## src/verilog/psp_consts.vh

```
// What this block does
// [RL1] An 18-bit data word may be loaded and applied with no control word
// [RL2] Source supplies a control word for external reference or current limit
// [RL3] Word split is 16 data plus 8 control, or 18 data plus 6 control
// [RL4] Binary targets take the 16-bit or 18-bit data format by configuration
// [RL5] Data word bits read positive-true or negative-true by configuration
// [RL6] Positive-true means high is one; negative-true inverts the mapping
// [RL7] Control word polarity is configured independently of data polarity
// [RL8] Polarity bit comes from BCD bit 17, control word, or binary bit 15
// [RL9] Asynchronous standby/operate line switches the mode at once
// [RL10] Synchronous standby/operate is control word bit 0, applied on transfer
// [RL11] Standby/operate sense is configurable: asserted means standby or operate
// [RL12] Single-strobe: strobe control level at each pulse picks the word loaded
// [RL13] Configuration picks whether high strobe control loads control or data
// [RL14] Dual-strobe: data strobe loads data, control strobe loads control only
// [RL15] Source holds each control strobe at least 500 ns after word is set up
// [RL16] Source holds each data strobe at least 500 ns after word is set up
// [RL17] Each strobe is configurable as a positive-going or negative-going pulse
// [RL18] Source should use dual-strobe with BCD; binary may use either mode
// [RL19] Transfer trigger is control strobe only, data strobe only, or either
// [RL20] Option keeps the last data bit uncomplemented or complements it too; the keep option acts only in binary mode
// [RL21] Address enable active level is configurable positive or negative
// [RL22] Words load only while the address enable is active at the strobe
// [RL23] Transfer starts after a delay from trailing edge; outputs change at end
// [RL24] Ready is low while the block still acts on a previous strobe
// [RL25] Strobe, strobe control and address are synchronised, edges after polarity
`ifndef PSP_CONSTS_VH
`define PSP_CONSTS_VH

// Register byte offsets
`define PSP_OFF_CFG      8'h00
`define PSP_OFF_STAT     8'h04
`define PSP_OFF_DATA     8'h08
`define PSP_OFF_CTRL     8'h0C

// Configuration fields
`define PSP_CFG_LEN18    0
`define PSP_CFG_BINARY   1
`define PSP_CFG_DATA_NEG 2
`define PSP_CFG_CTRL_NEG 3
`define PSP_CFG_POL_LO   4
`define PSP_CFG_POL_HI   5
`define PSP_CFG_SO_SYNC  6
`define PSP_CFG_SO_STBY  7
`define PSP_CFG_SINGLE   8
`define PSP_CFG_SC_CTRL  9
`define PSP_CFG_CWS_NEG  10
`define PSP_CFG_DWS_NEG  11
`define PSP_CFG_TRG_LO   12
`define PSP_CFG_TRG_HI   13
`define PSP_CFG_KEEP     14
`define PSP_CFG_ADR_NEG  15
`define PSP_CFG_RESET    16'h0000

// Status fields
`define PSP_ST_READY     0
`define PSP_ST_BUSY      1
`define PSP_ST_STBY      2
`define PSP_ST_RUNT      3
`define PSP_ST_IGN       4
`define PSP_ST_ADDR      5

// Polarity bit source and trigger select codes
`define PSP_POL_BCD18    2'b00
`define PSP_POL_CTRL     2'b01
`define PSP_POL_BIN16    2'b10
`define PSP_TRG_CWS      2'b00
`define PSP_TRG_DWS      2'b01
`define PSP_TRG_ANY      2'b10

// Timing
`define PSP_CLK_NS       8
`define PSP_STB_MIN_NS   500
`define PSP_STB_MIN_CYC  ((`PSP_STB_MIN_NS + `PSP_CLK_NS - 1) / `PSP_CLK_NS)
`define PSP_DLY_NS       1000
`define PSP_DLY_CYC      ((`PSP_DLY_NS + `PSP_CLK_NS - 1) / `PSP_CLK_NS)
`define PSP_XFER_NS      24000
`define PSP_XFER_CYC     ((`PSP_XFER_NS + `PSP_CLK_NS - 1) / `PSP_CLK_NS)

`endif

```

## src/verilog/psp_strobe.v

```verilog
`timescale 1ns/1ps
`include "psp_consts.vh"

module psp_strobe (
  input  wire clock_i,
  input  wire rstn_i,
  input  wire raw_i,
  input  wire neg_i,
  output wire level_o,
  output wire lead_o,
  output wire trail_o,
  output wire runt_o
);

  localparam integer MIN_INT = `PSP_STB_MIN_CYC;
  localparam [6:0]   MIN_CYC = MIN_INT[6:0];

  reg       sync_a;
  reg       sync_b;
  reg       prev;
  reg [6:0] width;

  // Two-flop synchroniser; only sync_b looks at sync_a
  always @(posedge clock_i or negedge rstn_i) begin
    if (!rstn_i) begin
      sync_a <= 1'b0;
      sync_b <= 1'b0;
      prev   <= 1'b0;
    end else begin
      sync_a <= raw_i;
      sync_b <= sync_a;
      prev   <= level_o;
    end
  end

  // Polarity applied before edge detection
  assign level_o = sync_b ^ neg_i; // [RL25] [RL17]
  assign lead_o  = level_o & ~prev; // [RL25]
  assign trail_o = ~level_o & prev;

  // Pulse width; saturates so long pulses never wrap into runts
  always @(posedge clock_i or negedge rstn_i) begin
    if (!rstn_i) begin
      width <= 7'h00;
    end else if (lead_o) begin
      width <= 7'h01;
    end else if (level_o && width != 7'h7F) begin
      width <= width + 7'h01;
    end
  end

  assign runt_o = trail_o & (width < MIN_CYC); // [RL15] [RL16]

endmodule

```

## src/verilog/psp_port.v

```verilog
// Implementation choices: register access over APB and the placing of the registers.
`timescale 1ns/1ps
`include "psp_consts.vh"

module psp_port (
  input  wire        clock_i,
  input  wire        rstn_i,
  input  wire        psel_i,
  input  wire        penable_i,
  input  wire        pwrite_i,
  input  wire [7:0]  paddr_i,
  input  wire [31:0] pwdata_i,
  output reg  [31:0] prdata_o,
  output reg         pready_o,
  output reg         pslverr_o,
  input  wire [23:0] prog_bus_i,
  input  wire        cws_i,
  input  wire        dws_i,
  input  wire        strobe_ctl_i,
  input  wire        addr_en_i,
  input  wire        stby_op_i,
  output reg         ready_o,
  output reg  [17:0] out_data_o,
  output reg  [7:0]  out_ctrl_o,
  output reg         out_polarity_o,
  output reg         standby_o,
  output reg         xfer_done_o
);

  localparam [1:0]  ST_IDLE  = 2'b00;
  localparam [1:0]  ST_DELAY = 2'b01;
  localparam [1:0]  ST_SHIFT = 2'b10;
  localparam integer DLY_INT  = `PSP_DLY_CYC;
  localparam integer XFER_INT = `PSP_XFER_CYC;
  localparam [11:0] DLY_CYC  = DLY_INT[11:0];
  localparam [11:0] XFER_CYC = XFER_INT[11:0];

  // Polarity fix, with a mask of bits that stay uncomplemented
  function [17:0] psp_fix;
    input [17:0] word;
    input        inv;
    input [17:0] keep;
    input [17:0] width;
    begin
      psp_fix = (word ^ ({18{inv}} & ~keep)) & width;
    end
  endfunction

  reg         rst_q1;
  reg         rst_q2;
  wire        rst_n;
  reg  [15:0] cfg;
  reg  [17:0] data_st;
  reg  [7:0]  ctrl_st;
  reg  [1:0]  state;
  reg  [1:0]  next_state;
  reg  [11:0] cnt;
  reg         cws_acc;
  reg         dws_acc;
  reg         runt_flag;
  reg         ign_flag;
  wire        cws_lvl;
  wire        cws_lead;
  wire        cws_trail;
  wire        cws_runt;
  wire        dws_lvl;
  wire        dws_lead;
  wire        dws_trail;
  wire        dws_runt;
  wire        sc_lvl;
  wire        adr_lvl;
  wire        so_lvl;

  // Reset released through two flops so release is clean
  always @(posedge clock_i or negedge rstn_i) begin
    if (!rstn_i) begin
      rst_q1 <= 1'b0;
      rst_q2 <= 1'b0;
    end else begin
      rst_q1 <= 1'b1;
      rst_q2 <= rst_q1;
    end
  end
  assign rst_n = rst_q2;

  // Configuration fields
  wire       len18    = cfg[`PSP_CFG_LEN18];
  wire       binary   = cfg[`PSP_CFG_BINARY];
  wire       data_neg = cfg[`PSP_CFG_DATA_NEG];
  wire       ctrl_neg = cfg[`PSP_CFG_CTRL_NEG];
  wire [1:0] pol_sel  = cfg[`PSP_CFG_POL_HI:`PSP_CFG_POL_LO];
  wire       so_sync  = cfg[`PSP_CFG_SO_SYNC];
  wire       so_stby  = cfg[`PSP_CFG_SO_STBY];
  wire       single   = cfg[`PSP_CFG_SINGLE];
  wire       sc_ctrl  = cfg[`PSP_CFG_SC_CTRL];
  wire [1:0] trg_sel  = cfg[`PSP_CFG_TRG_HI:`PSP_CFG_TRG_LO];
  wire       keep     = cfg[`PSP_CFG_KEEP];

  // Synchronised strobe and level inputs
  psp_strobe u_cws (
    .clock_i (clock_i),
    .rstn_i  (rst_n),
    .raw_i   (cws_i),
    .neg_i   (cfg[`PSP_CFG_CWS_NEG]),
    .level_o (cws_lvl),
    .lead_o  (cws_lead),
    .trail_o (cws_trail),
    .runt_o  (cws_runt)
  );

  psp_strobe u_dws (
    .clock_i (clock_i),
    .rstn_i  (rst_n),
    .raw_i   (dws_i),
    .neg_i   (cfg[`PSP_CFG_DWS_NEG]),
    .level_o (dws_lvl),
    .lead_o  (dws_lead),
    .trail_o (dws_trail),
    .runt_o  (dws_runt)
  );

  psp_strobe u_sc (
    .clock_i (clock_i),
    .rstn_i  (rst_n),
    .raw_i   (strobe_ctl_i),
    .neg_i   (1'b0),
    .level_o (sc_lvl),
    .lead_o  (),
    .trail_o (),
    .runt_o  ()
  );

  psp_strobe u_adr (
    .clock_i (clock_i),
    .rstn_i  (rst_n),
    .raw_i   (addr_en_i),
    .neg_i   (cfg[`PSP_CFG_ADR_NEG]), // [RL21]
    .level_o (adr_lvl),
    .lead_o  (),
    .trail_o (),
    .runt_o  ()
  );

  psp_strobe u_so (
    .clock_i (clock_i),
    .rstn_i  (rst_n),
    .raw_i   (stby_op_i),
    .neg_i   (1'b0),
    .level_o (so_lvl),
    .lead_o  (),
    .trail_o (),
    .runt_o  ()
  );

  // Strobes count only when addressed and idle
  wire idle     = (state == ST_IDLE);
  wire cws_go   = cws_lead & adr_lvl & idle; // [RL22]
  wire dws_go   = dws_lead & adr_lvl & idle & ~single; // [RL22] [RL14]
  wire sc_ctrl_hit = (sc_lvl == sc_ctrl);
  wire load_ctrl = single ? (cws_go & sc_ctrl_hit) : cws_go; // [RL12] [RL13]
  wire load_data = single ? (cws_go & ~sc_ctrl_hit) : dws_go; // [RL12] [RL14]
  wire ignored  = (cws_lead | (dws_lead & ~single)) & adr_lvl & ~idle;

  // Word split and polarity of the incoming words
  wire [17:0] data_raw  = len18 ? prog_bus_i[17:0]
                                : {2'b00, prog_bus_i[15:0]}; // [RL3] [RL4]
  wire [17:0] data_wid  = len18 ? 18'h3_FFFF : 18'h0_FFFF;
  wire [17:0] last_bit  = len18 ? 18'h2_0000 : 18'h0_8000;
  wire [17:0] data_keep = (keep & binary) ? last_bit : 18'h0_0000; // [RL20]
  wire [17:0] ctrl_raw  = len18 ? {12'h000, prog_bus_i[23:18]}
                                : {10'h000, prog_bus_i[23:16]}; // [RL3]
  wire [17:0] ctrl_wid  = len18 ? 18'h0_003F : 18'h0_00FF;
  wire [17:0] data_fix  = psp_fix(data_raw, data_neg, data_keep,
                                  data_wid); // [RL5] [RL6]
  wire [17:0] ctrl_fix  = psp_fix(ctrl_raw, ctrl_neg, 18'h0_0000,
                                  ctrl_wid); // [RL7] [RL6]

  // Storage registers; a data word alone is enough to transfer
  always @(posedge clock_i or negedge rst_n) begin
    if (!rst_n) begin
      data_st <= 18'h0_0000;
      ctrl_st <= 8'h00;
    end else begin
      if (load_data) begin
        data_st <= data_fix; // [RL1]
      end
      if (load_ctrl) begin
        ctrl_st <= ctrl_fix[7:0];
      end
    end
  end

  // Remember which strobe was accepted until its trailing edge
  always @(posedge clock_i or negedge rst_n) begin
    if (!rst_n) begin
      cws_acc <= 1'b0;
      dws_acc <= 1'b0;
    end else begin
      if (cws_go) begin
        cws_acc <= 1'b1;
      end else if (cws_trail) begin
        cws_acc <= 1'b0;
      end
      if (dws_go) begin
        dws_acc <= 1'b1;
      end else if (dws_trail) begin
        dws_acc <= 1'b0;
      end
    end
  end

  // Trailing edge of the selected strobe starts the transfer
  wire trg_cws = (trg_sel == `PSP_TRG_CWS) | (trg_sel == `PSP_TRG_ANY);
  wire trg_dws = (trg_sel == `PSP_TRG_DWS) | (trg_sel == `PSP_TRG_ANY);
  wire trigger = (trg_cws & cws_trail & cws_acc) |
                 (trg_dws & dws_trail & dws_acc); // [RL19]

  // Transfer sequencer: delay, then serial time, then apply
  always @* begin
    next_state = state;
    case (state)
      ST_IDLE: begin
        if (trigger) begin
          next_state = ST_DELAY; // [RL23]
        end
      end
      ST_DELAY: begin
        if (cnt == DLY_CYC - 12'h001) begin
          next_state = ST_SHIFT;
        end
      end
      ST_SHIFT: begin
        if (cnt == XFER_CYC - 12'h001) begin
          next_state = ST_IDLE;
        end
      end
      default: begin
        next_state = ST_IDLE;
      end
    endcase
  end

  wire apply = (state == ST_SHIFT) && (next_state == ST_IDLE);

  always @(posedge clock_i or negedge rst_n) begin
    if (!rst_n) begin
      state <= ST_IDLE;
      cnt   <= 12'h000;
    end else begin
      state <= next_state;
      if (next_state != state) begin
        cnt <= 12'h000;
      end else if (!idle) begin
        cnt <= cnt + 12'h001;
      end
    end
  end

  // Polarity bit source
  reg pol_bit;
  always @* begin
    case (pol_sel)
      `PSP_POL_BCD18: pol_bit = data_st[17];
      `PSP_POL_CTRL:  pol_bit = ctrl_st[1];
      `PSP_POL_BIN16: pol_bit = data_st[15];
      default:        pol_bit = 1'b0;
    endcase
  end

  // Data, control and polarity outputs hold until the transfer completes
  always @(posedge clock_i or negedge rst_n) begin
    if (!rst_n) begin
      out_data_o     <= 18'h0_0000;
      out_ctrl_o     <= 8'h00;
      out_polarity_o <= 1'b0;
      standby_o      <= 1'b1;
      xfer_done_o    <= 1'b0;
      ready_o        <= 1'b0;
    end else begin
      xfer_done_o <= apply;
      if (apply) begin
        out_data_o     <= data_st; // [RL23]
        out_ctrl_o     <= ctrl_st;
        out_polarity_o <= pol_bit; // [RL8]
      end
      if (!so_sync) begin
        standby_o <= so_stby ? so_lvl : ~so_lvl; // [RL9] [RL11]
      end else if (apply) begin
        standby_o <= so_stby ? ctrl_st[0] : ~ctrl_st[0]; // [RL10] [RL11]
      end
      // Low from an accepted strobe until the output settles
      ready_o <= (next_state == ST_IDLE) & ~trigger &
                 ~(cws_acc | dws_acc | cws_go | dws_go); // [RL24]
    end
  end

  // Sticky flags; a new event beats a clear in the same cycle
  wire apb_wr = psel_i & penable_i & pready_o & pwrite_i;
  wire stat_w = apb_wr & (paddr_i == `PSP_OFF_STAT);
  wire runt_ev = (cws_runt & cws_acc) | (dws_runt & dws_acc);

  always @(posedge clock_i or negedge rst_n) begin
    if (!rst_n) begin
      runt_flag <= 1'b0;
      ign_flag  <= 1'b0;
    end else begin
      if (runt_ev) begin
        runt_flag <= 1'b1;
      end else if (stat_w && pwdata_i[`PSP_ST_RUNT]) begin
        runt_flag <= 1'b0;
      end
      if (ignored) begin
        ign_flag <= 1'b1;
      end else if (stat_w && pwdata_i[`PSP_ST_IGN]) begin
        ign_flag <= 1'b0;
      end
    end
  end

  // APB read mux and decode
  reg [31:0] rd_val;
  reg        rd_hit;
  always @* begin
    rd_val = 32'h0000_0000;
    rd_hit = 1'b1;
    case (paddr_i)
      `PSP_OFF_CFG:  rd_val = {16'h0000, cfg};
      `PSP_OFF_STAT: rd_val = {26'h000_0000, adr_lvl, ign_flag, runt_flag,
                               standby_o, ~idle, ready_o};
      `PSP_OFF_DATA: rd_val = {14'h0000, data_st};
      `PSP_OFF_CTRL: rd_val = {24'h00_0000, ctrl_st};
      default:       rd_hit = 1'b0;
    endcase
  end

  // One wait state so the answer comes straight from flops
  always @(posedge clock_i or negedge rst_n) begin
    if (!rst_n) begin
      pready_o  <= 1'b0;
      prdata_o  <= 32'h0000_0000;
      pslverr_o <= 1'b0;
      cfg       <= `PSP_CFG_RESET;
    end else begin
      pready_o <= psel_i & penable_i & ~pready_o;
      if (psel_i && penable_i && !pready_o) begin
        prdata_o  <= pwrite_i ? 32'h0000_0000 : rd_val;
        pslverr_o <= ~rd_hit;
      end else begin
        prdata_o  <= 32'h0000_0000;
        pslverr_o <= 1'b0;
      end
      if (apb_wr && paddr_i == `PSP_OFF_CFG) begin
        cfg <= pwdata_i[15:0];
      end
    end
  end

endmodule

```

## config.mk

```make
export PLATFORM = sky130hd
export DESIGN_NAME = psp_port
export DESIGN_NICKNAME = d
export VERILOG_FILES = /design/src/verilog/psp_strobe.v /design/src/verilog/psp_port.v
export VERILOG_INCLUDE_DIRS = /design/src /design/src/verilog
export SDC_FILE = /design/constraint.sdc
export NUM_CORES = 1
export LEC_CHECK = 0
export BUFFER_PORTS_ARGS = -buffer_cell sky130_fd_sc_hd__buf_4
export CAP_MARGIN = 20
export CORE_UTILIZATION = 37
export CTS_CLUSTER_DIAMETER = 120
export DETAILED_ROUTE_END_ITERATION = 12
export GPL_TIMING_DRIVEN = 1
export PLACE_DENSITY_LB_ADDON = 0.25
export SLEW_MARGIN = 5
export SYNTH_ARGS = -nofsm -noshare
export SYNTH_HDL_FRONTEND = slang
export SYNTH_HIERARCHICAL = 1
export SYNTH_SLANG_ARGS = --single-unit
```

## constraint.sdc

```tcl
create_clock -name clock_i -period 8.2 [get_ports clock_i]
set_input_delay 2.05 -clock clock_i [delete_from_list [all_inputs] [get_ports clock_i]]
set_output_delay 2.05 -clock clock_i [all_outputs]
set_load 0.02 [all_outputs]
```

Yosys cells after proc, flatten, opt, wreduce, memory -nomap -nowiden. Index checks and enable logic that the tools add are counted.

Input bits: 74. ROM bits: 0. Register bits after elaboration: 152. Bits in latches: 0. Bits in writable memories: 0. Output and inout bits: 64. Memories kept: 0.

Add/sub/neg operators: 3. Muxes and demuxes: 36. Shift-type cells: 0. Divide/modulo/power cells: 0. Bitwise logic cells: 60. Reduce and logical (&&, ||, !) cells: 21. $mul: 0. Magnitude comparators: 2. Equal/unequal tests: 17.

Operator list (number): $mux 18 (4); $pmux 18 s4 (1); $mux 32 (2); $and 18x18->18 (2); $and 1x1->1 (30); $mux 7 (4); $mux 12 (2); $not 18->18 (1); $xor 18x18->18 (1); $eq 8x4->1 const B (2); $mux 1 (16); $mux 8 (2); $add 7x1->7 const B (2); $lt 7x6->1 const B (2); $ne 7x7->1 const B (2); $not 1->1 (13); $add 12x1->12 const B (1); $eq 12x12->1 const B (1); $eq 12x7->1 const B (1); $reduce_bool 2->1 (6); $and 8x8->8 (1); $eq 8x3->1 const B (1); $logic_and 1x1->1 (8); $logic_not 2->1 (4); 14 further kinds (30).

Longest topological paths before layout.
Depth after elaboration: 12. Depth in mapped cells: 9. Mapped depth without buffers: 7.

Hierarchy. Netlist, hierarchy kept.

By module, submodules not included: psp_port (area an instance 5198.7 sq um, instances 1, cells each 412); psp_strobe (area an instance 521.8 sq um, instances 5, cells each 49).

Least setup slack after synthesis. No wires, ideal clock.

Path kind: input-to-reg. Start: input port paddr_i[5]. End: register cfg[10]. Setup slack: 4.410 ns. Arrival: 3.665 ns. Stages on the path: 6. Data required time: 8.075 ns. Buffers on the path: 2. Path through: or4_1 nor3_1 and3b_1 buf_4 buf_4 mux2_2.

Cells in the longest elaborated chain, start to end: 2.

Ends and longest elaborated chain: from (decl) (RTL line psp_port.v:11) `input wire [7:0] paddr_i,`; $logic_not 8->1; $logic_and 1x1->1 (no source line); to (signal assigned) (RTL line psp_port.v:342) `` cfg <= `PSP_CFG_RESET; ``; to (signal assigned) (RTL line psp_port.v:353) `cfg <= pwdata_i[15:0];`; to (decl) (RTL line psp_port.v:52) `reg [15:0] cfg;`.

Every way passes these cells. A chain may end at the register's enable or synchronous reset.

Final worst setup path.
Start: input port paddr_i[5]. End: register cfg[5].

The elaborated chain is that of the path after synthesis.

==> summary.txt <==
Outcome -> completed
PD cells -> 232.3 mW/mm^2
Slew @ Worst Pin -> 953.8 ps
Max-Slew Margin vs Limit -> 36.41%
H-tree Lvls -> 4
Setup ws final -> 4169 ps
Pre-CTS setup slack -> 3709 ps
# IOs -> 138
First-pass GRT wire length -> 23.31 mm
DRC errors left -> 0
Clock root buffer -> clkbuf_16
Port Buf Inserts -> 107
Min cycle time layout -> 4031 ps
RSZ-0062 raised after global routing -> no
Cells after Synth -> 525
Fmax -> 0.2481 GHz
Routed vias/inst -> 4.949
Critical Path RT -> 8500 ps
Clock slew at reported path FFs -> 60 ps
Fin nets -> 711
Final worst path period share -> 49.16%
Total of max-cap violations -> 0
# setup viols final -> 0
N_diodes -> 0
Crit Path Class -> input pin to flip-flop
Hpwl dp -> 10.17 mm
FP Rows -> 48
Layout cells sized above 1 -> 36.70%
Max Fanout on Critical Path -> 16
Via count -> 4,296
Maximum number of pins on one net before global-route repair -> 83
Cells resized by post-CTS repair -> 0
GPL Wtd Cong -> 0.7948
Layout area overhead -> 24.07%
Ys Warns -> 6
CP Capture Type -> flip-flop
Peak VDD IR -> 0.0001525 V
CP Launch Type -> input pin
Vias in the first global route -> 4,340
Final Skew -> 7.695 ps
Hold Path Class -> flip-flop to asynchronous set/reset pin
CTS tree -> done
Setup TNS -> 0 ps
Post-CTS Hold Fix Bufs -> 0
Max Slew Vio Count -> 0
Post-CTS Setup Bufs -> 0
Die area -> 0.01806 mm^2
Gr usage total -> 17.13%
Clk buf depth -> 2
CTS sink cnt -> 138
Mean Syn Cell Area -> 12.35 um^2
Leakage power -> 0.003824 uW
Initial Util -> 37.63%
CTS Buf Count -> 17
DIE WIDTH -> 134.4 um
Critical path arrival -> 4330 ps
Crit path from -> paddr_i[5]
Antenna Violating Nets Remaining -> 0
Final Hold Vio Count -> 0
Synth Cell Area -> 0.006486 mm^2
1st-pass router iterations -> 6
DR iter-0 viols -> 199
FF-to-FF Start -> cnt[6]
Total gr overflow -> 0
Clk Latency, worst-skew pair -> 410 ps
DIE HEIGHT -> 134.4 um
DRT Wirelength -> 14.57 mm
Initial antenna violation count -> 0
Core footprint -> 0.01724 mm^2
Overall power -> 1870 uW
Routed wire length per instance -> 16.78 um
-- area by class of cell --
type	count	area (um^2)
flip-flops and latches	138	3458
fillers	1527	9189
multi-input cells	342	2756
well taps	225	281.5
clock buffers	22	444.2
repair buffers	113	888.4
inverters	19	71.32
clock inverters	9	147.6
-- worst max-delay path, cell delays in order --
cell	delay (ps)
buf_4	110
or4_1	530
nor3_1	340
and3b_1	870
mux2_2	420
-- sequential cells by signal, indices dropped and copies added, names as in the netlist, 8 cells and up --
signal,cells
data_st,18
out_data_o,18
prdata_o,18
cfg,16
cnt,12
ctrl_st,8
out_ctrl_o,8
-- stage by stage --
stage                     hold slack [ps]  std cells  instance area [um^2]  utilization (%)
after floorplan                     331.2        540                  6543                -
after global placement              337.0        835                  7401            42.94
after detailed placement            337.9        835                  7401            42.94
after CTS                           350.2        866                  7993            46.37
after global routing                277.7        868                  8048            46.69
final                               253.4        868                  8048            46.69
-- layer usage --
metal / up-vias / wire (um) / global-route usage (%)
li1: 2035 / - / -
met1: 2137 / 6640 / 23.01
met2: 117 / 7029 / 26.91
met3: 7 / 774 / 4.573
met4: 0 / 123 / 5.431
met5: - / 0 / 0
-- power by group --
part	internal, uW	total, uW	switching, uW
clock	504	775	271
combinational	129	239	109
sequential	767	856	88.7
total	1400	1870	469
-- path summary, 6_finish.rpt --
path                       cells after the start             to  slack [ps]
max                                            5         cfg[5]        4170
min                                            1  out_data_o[2]         250
max reg2reg                                    4  out_data_o[9]        5690
min reg2reg                                    1  out_data_o[2]         250
max in group asynchronous                      3    data_st[10]        6590
min in group clock_i                           0    u_sc/sync_b         350
-- cells in the final DEF (no fill, tap or decap), types with 4 or more instances in the layout --
master       n
clkinv_2     4
nand4_1      6
xnor2_2      5
nand4b_1     4
and2b_1      4
ha_1         6
inv_1       14
buf_4      111
nor2_1      32
mux4_2       6
nor2b_1      4
nand2_1     17
o21ai_0      8
conb_1      17
clkbuf_16   17
nand3_1      6
bufinv_16    4
mux2i_1     22
clkbuf_1     5
a21oi_1     15
mux2_2      66
o31ai_1      5
a31oi_1      5
inv_2        5
dfrtp_1    136
o211a_1      4
xor2_1      21
a41oi_1      5
nor3_1      21
and2_1       4
xnor2_1     17
Power figures use the tool's default switching activity.
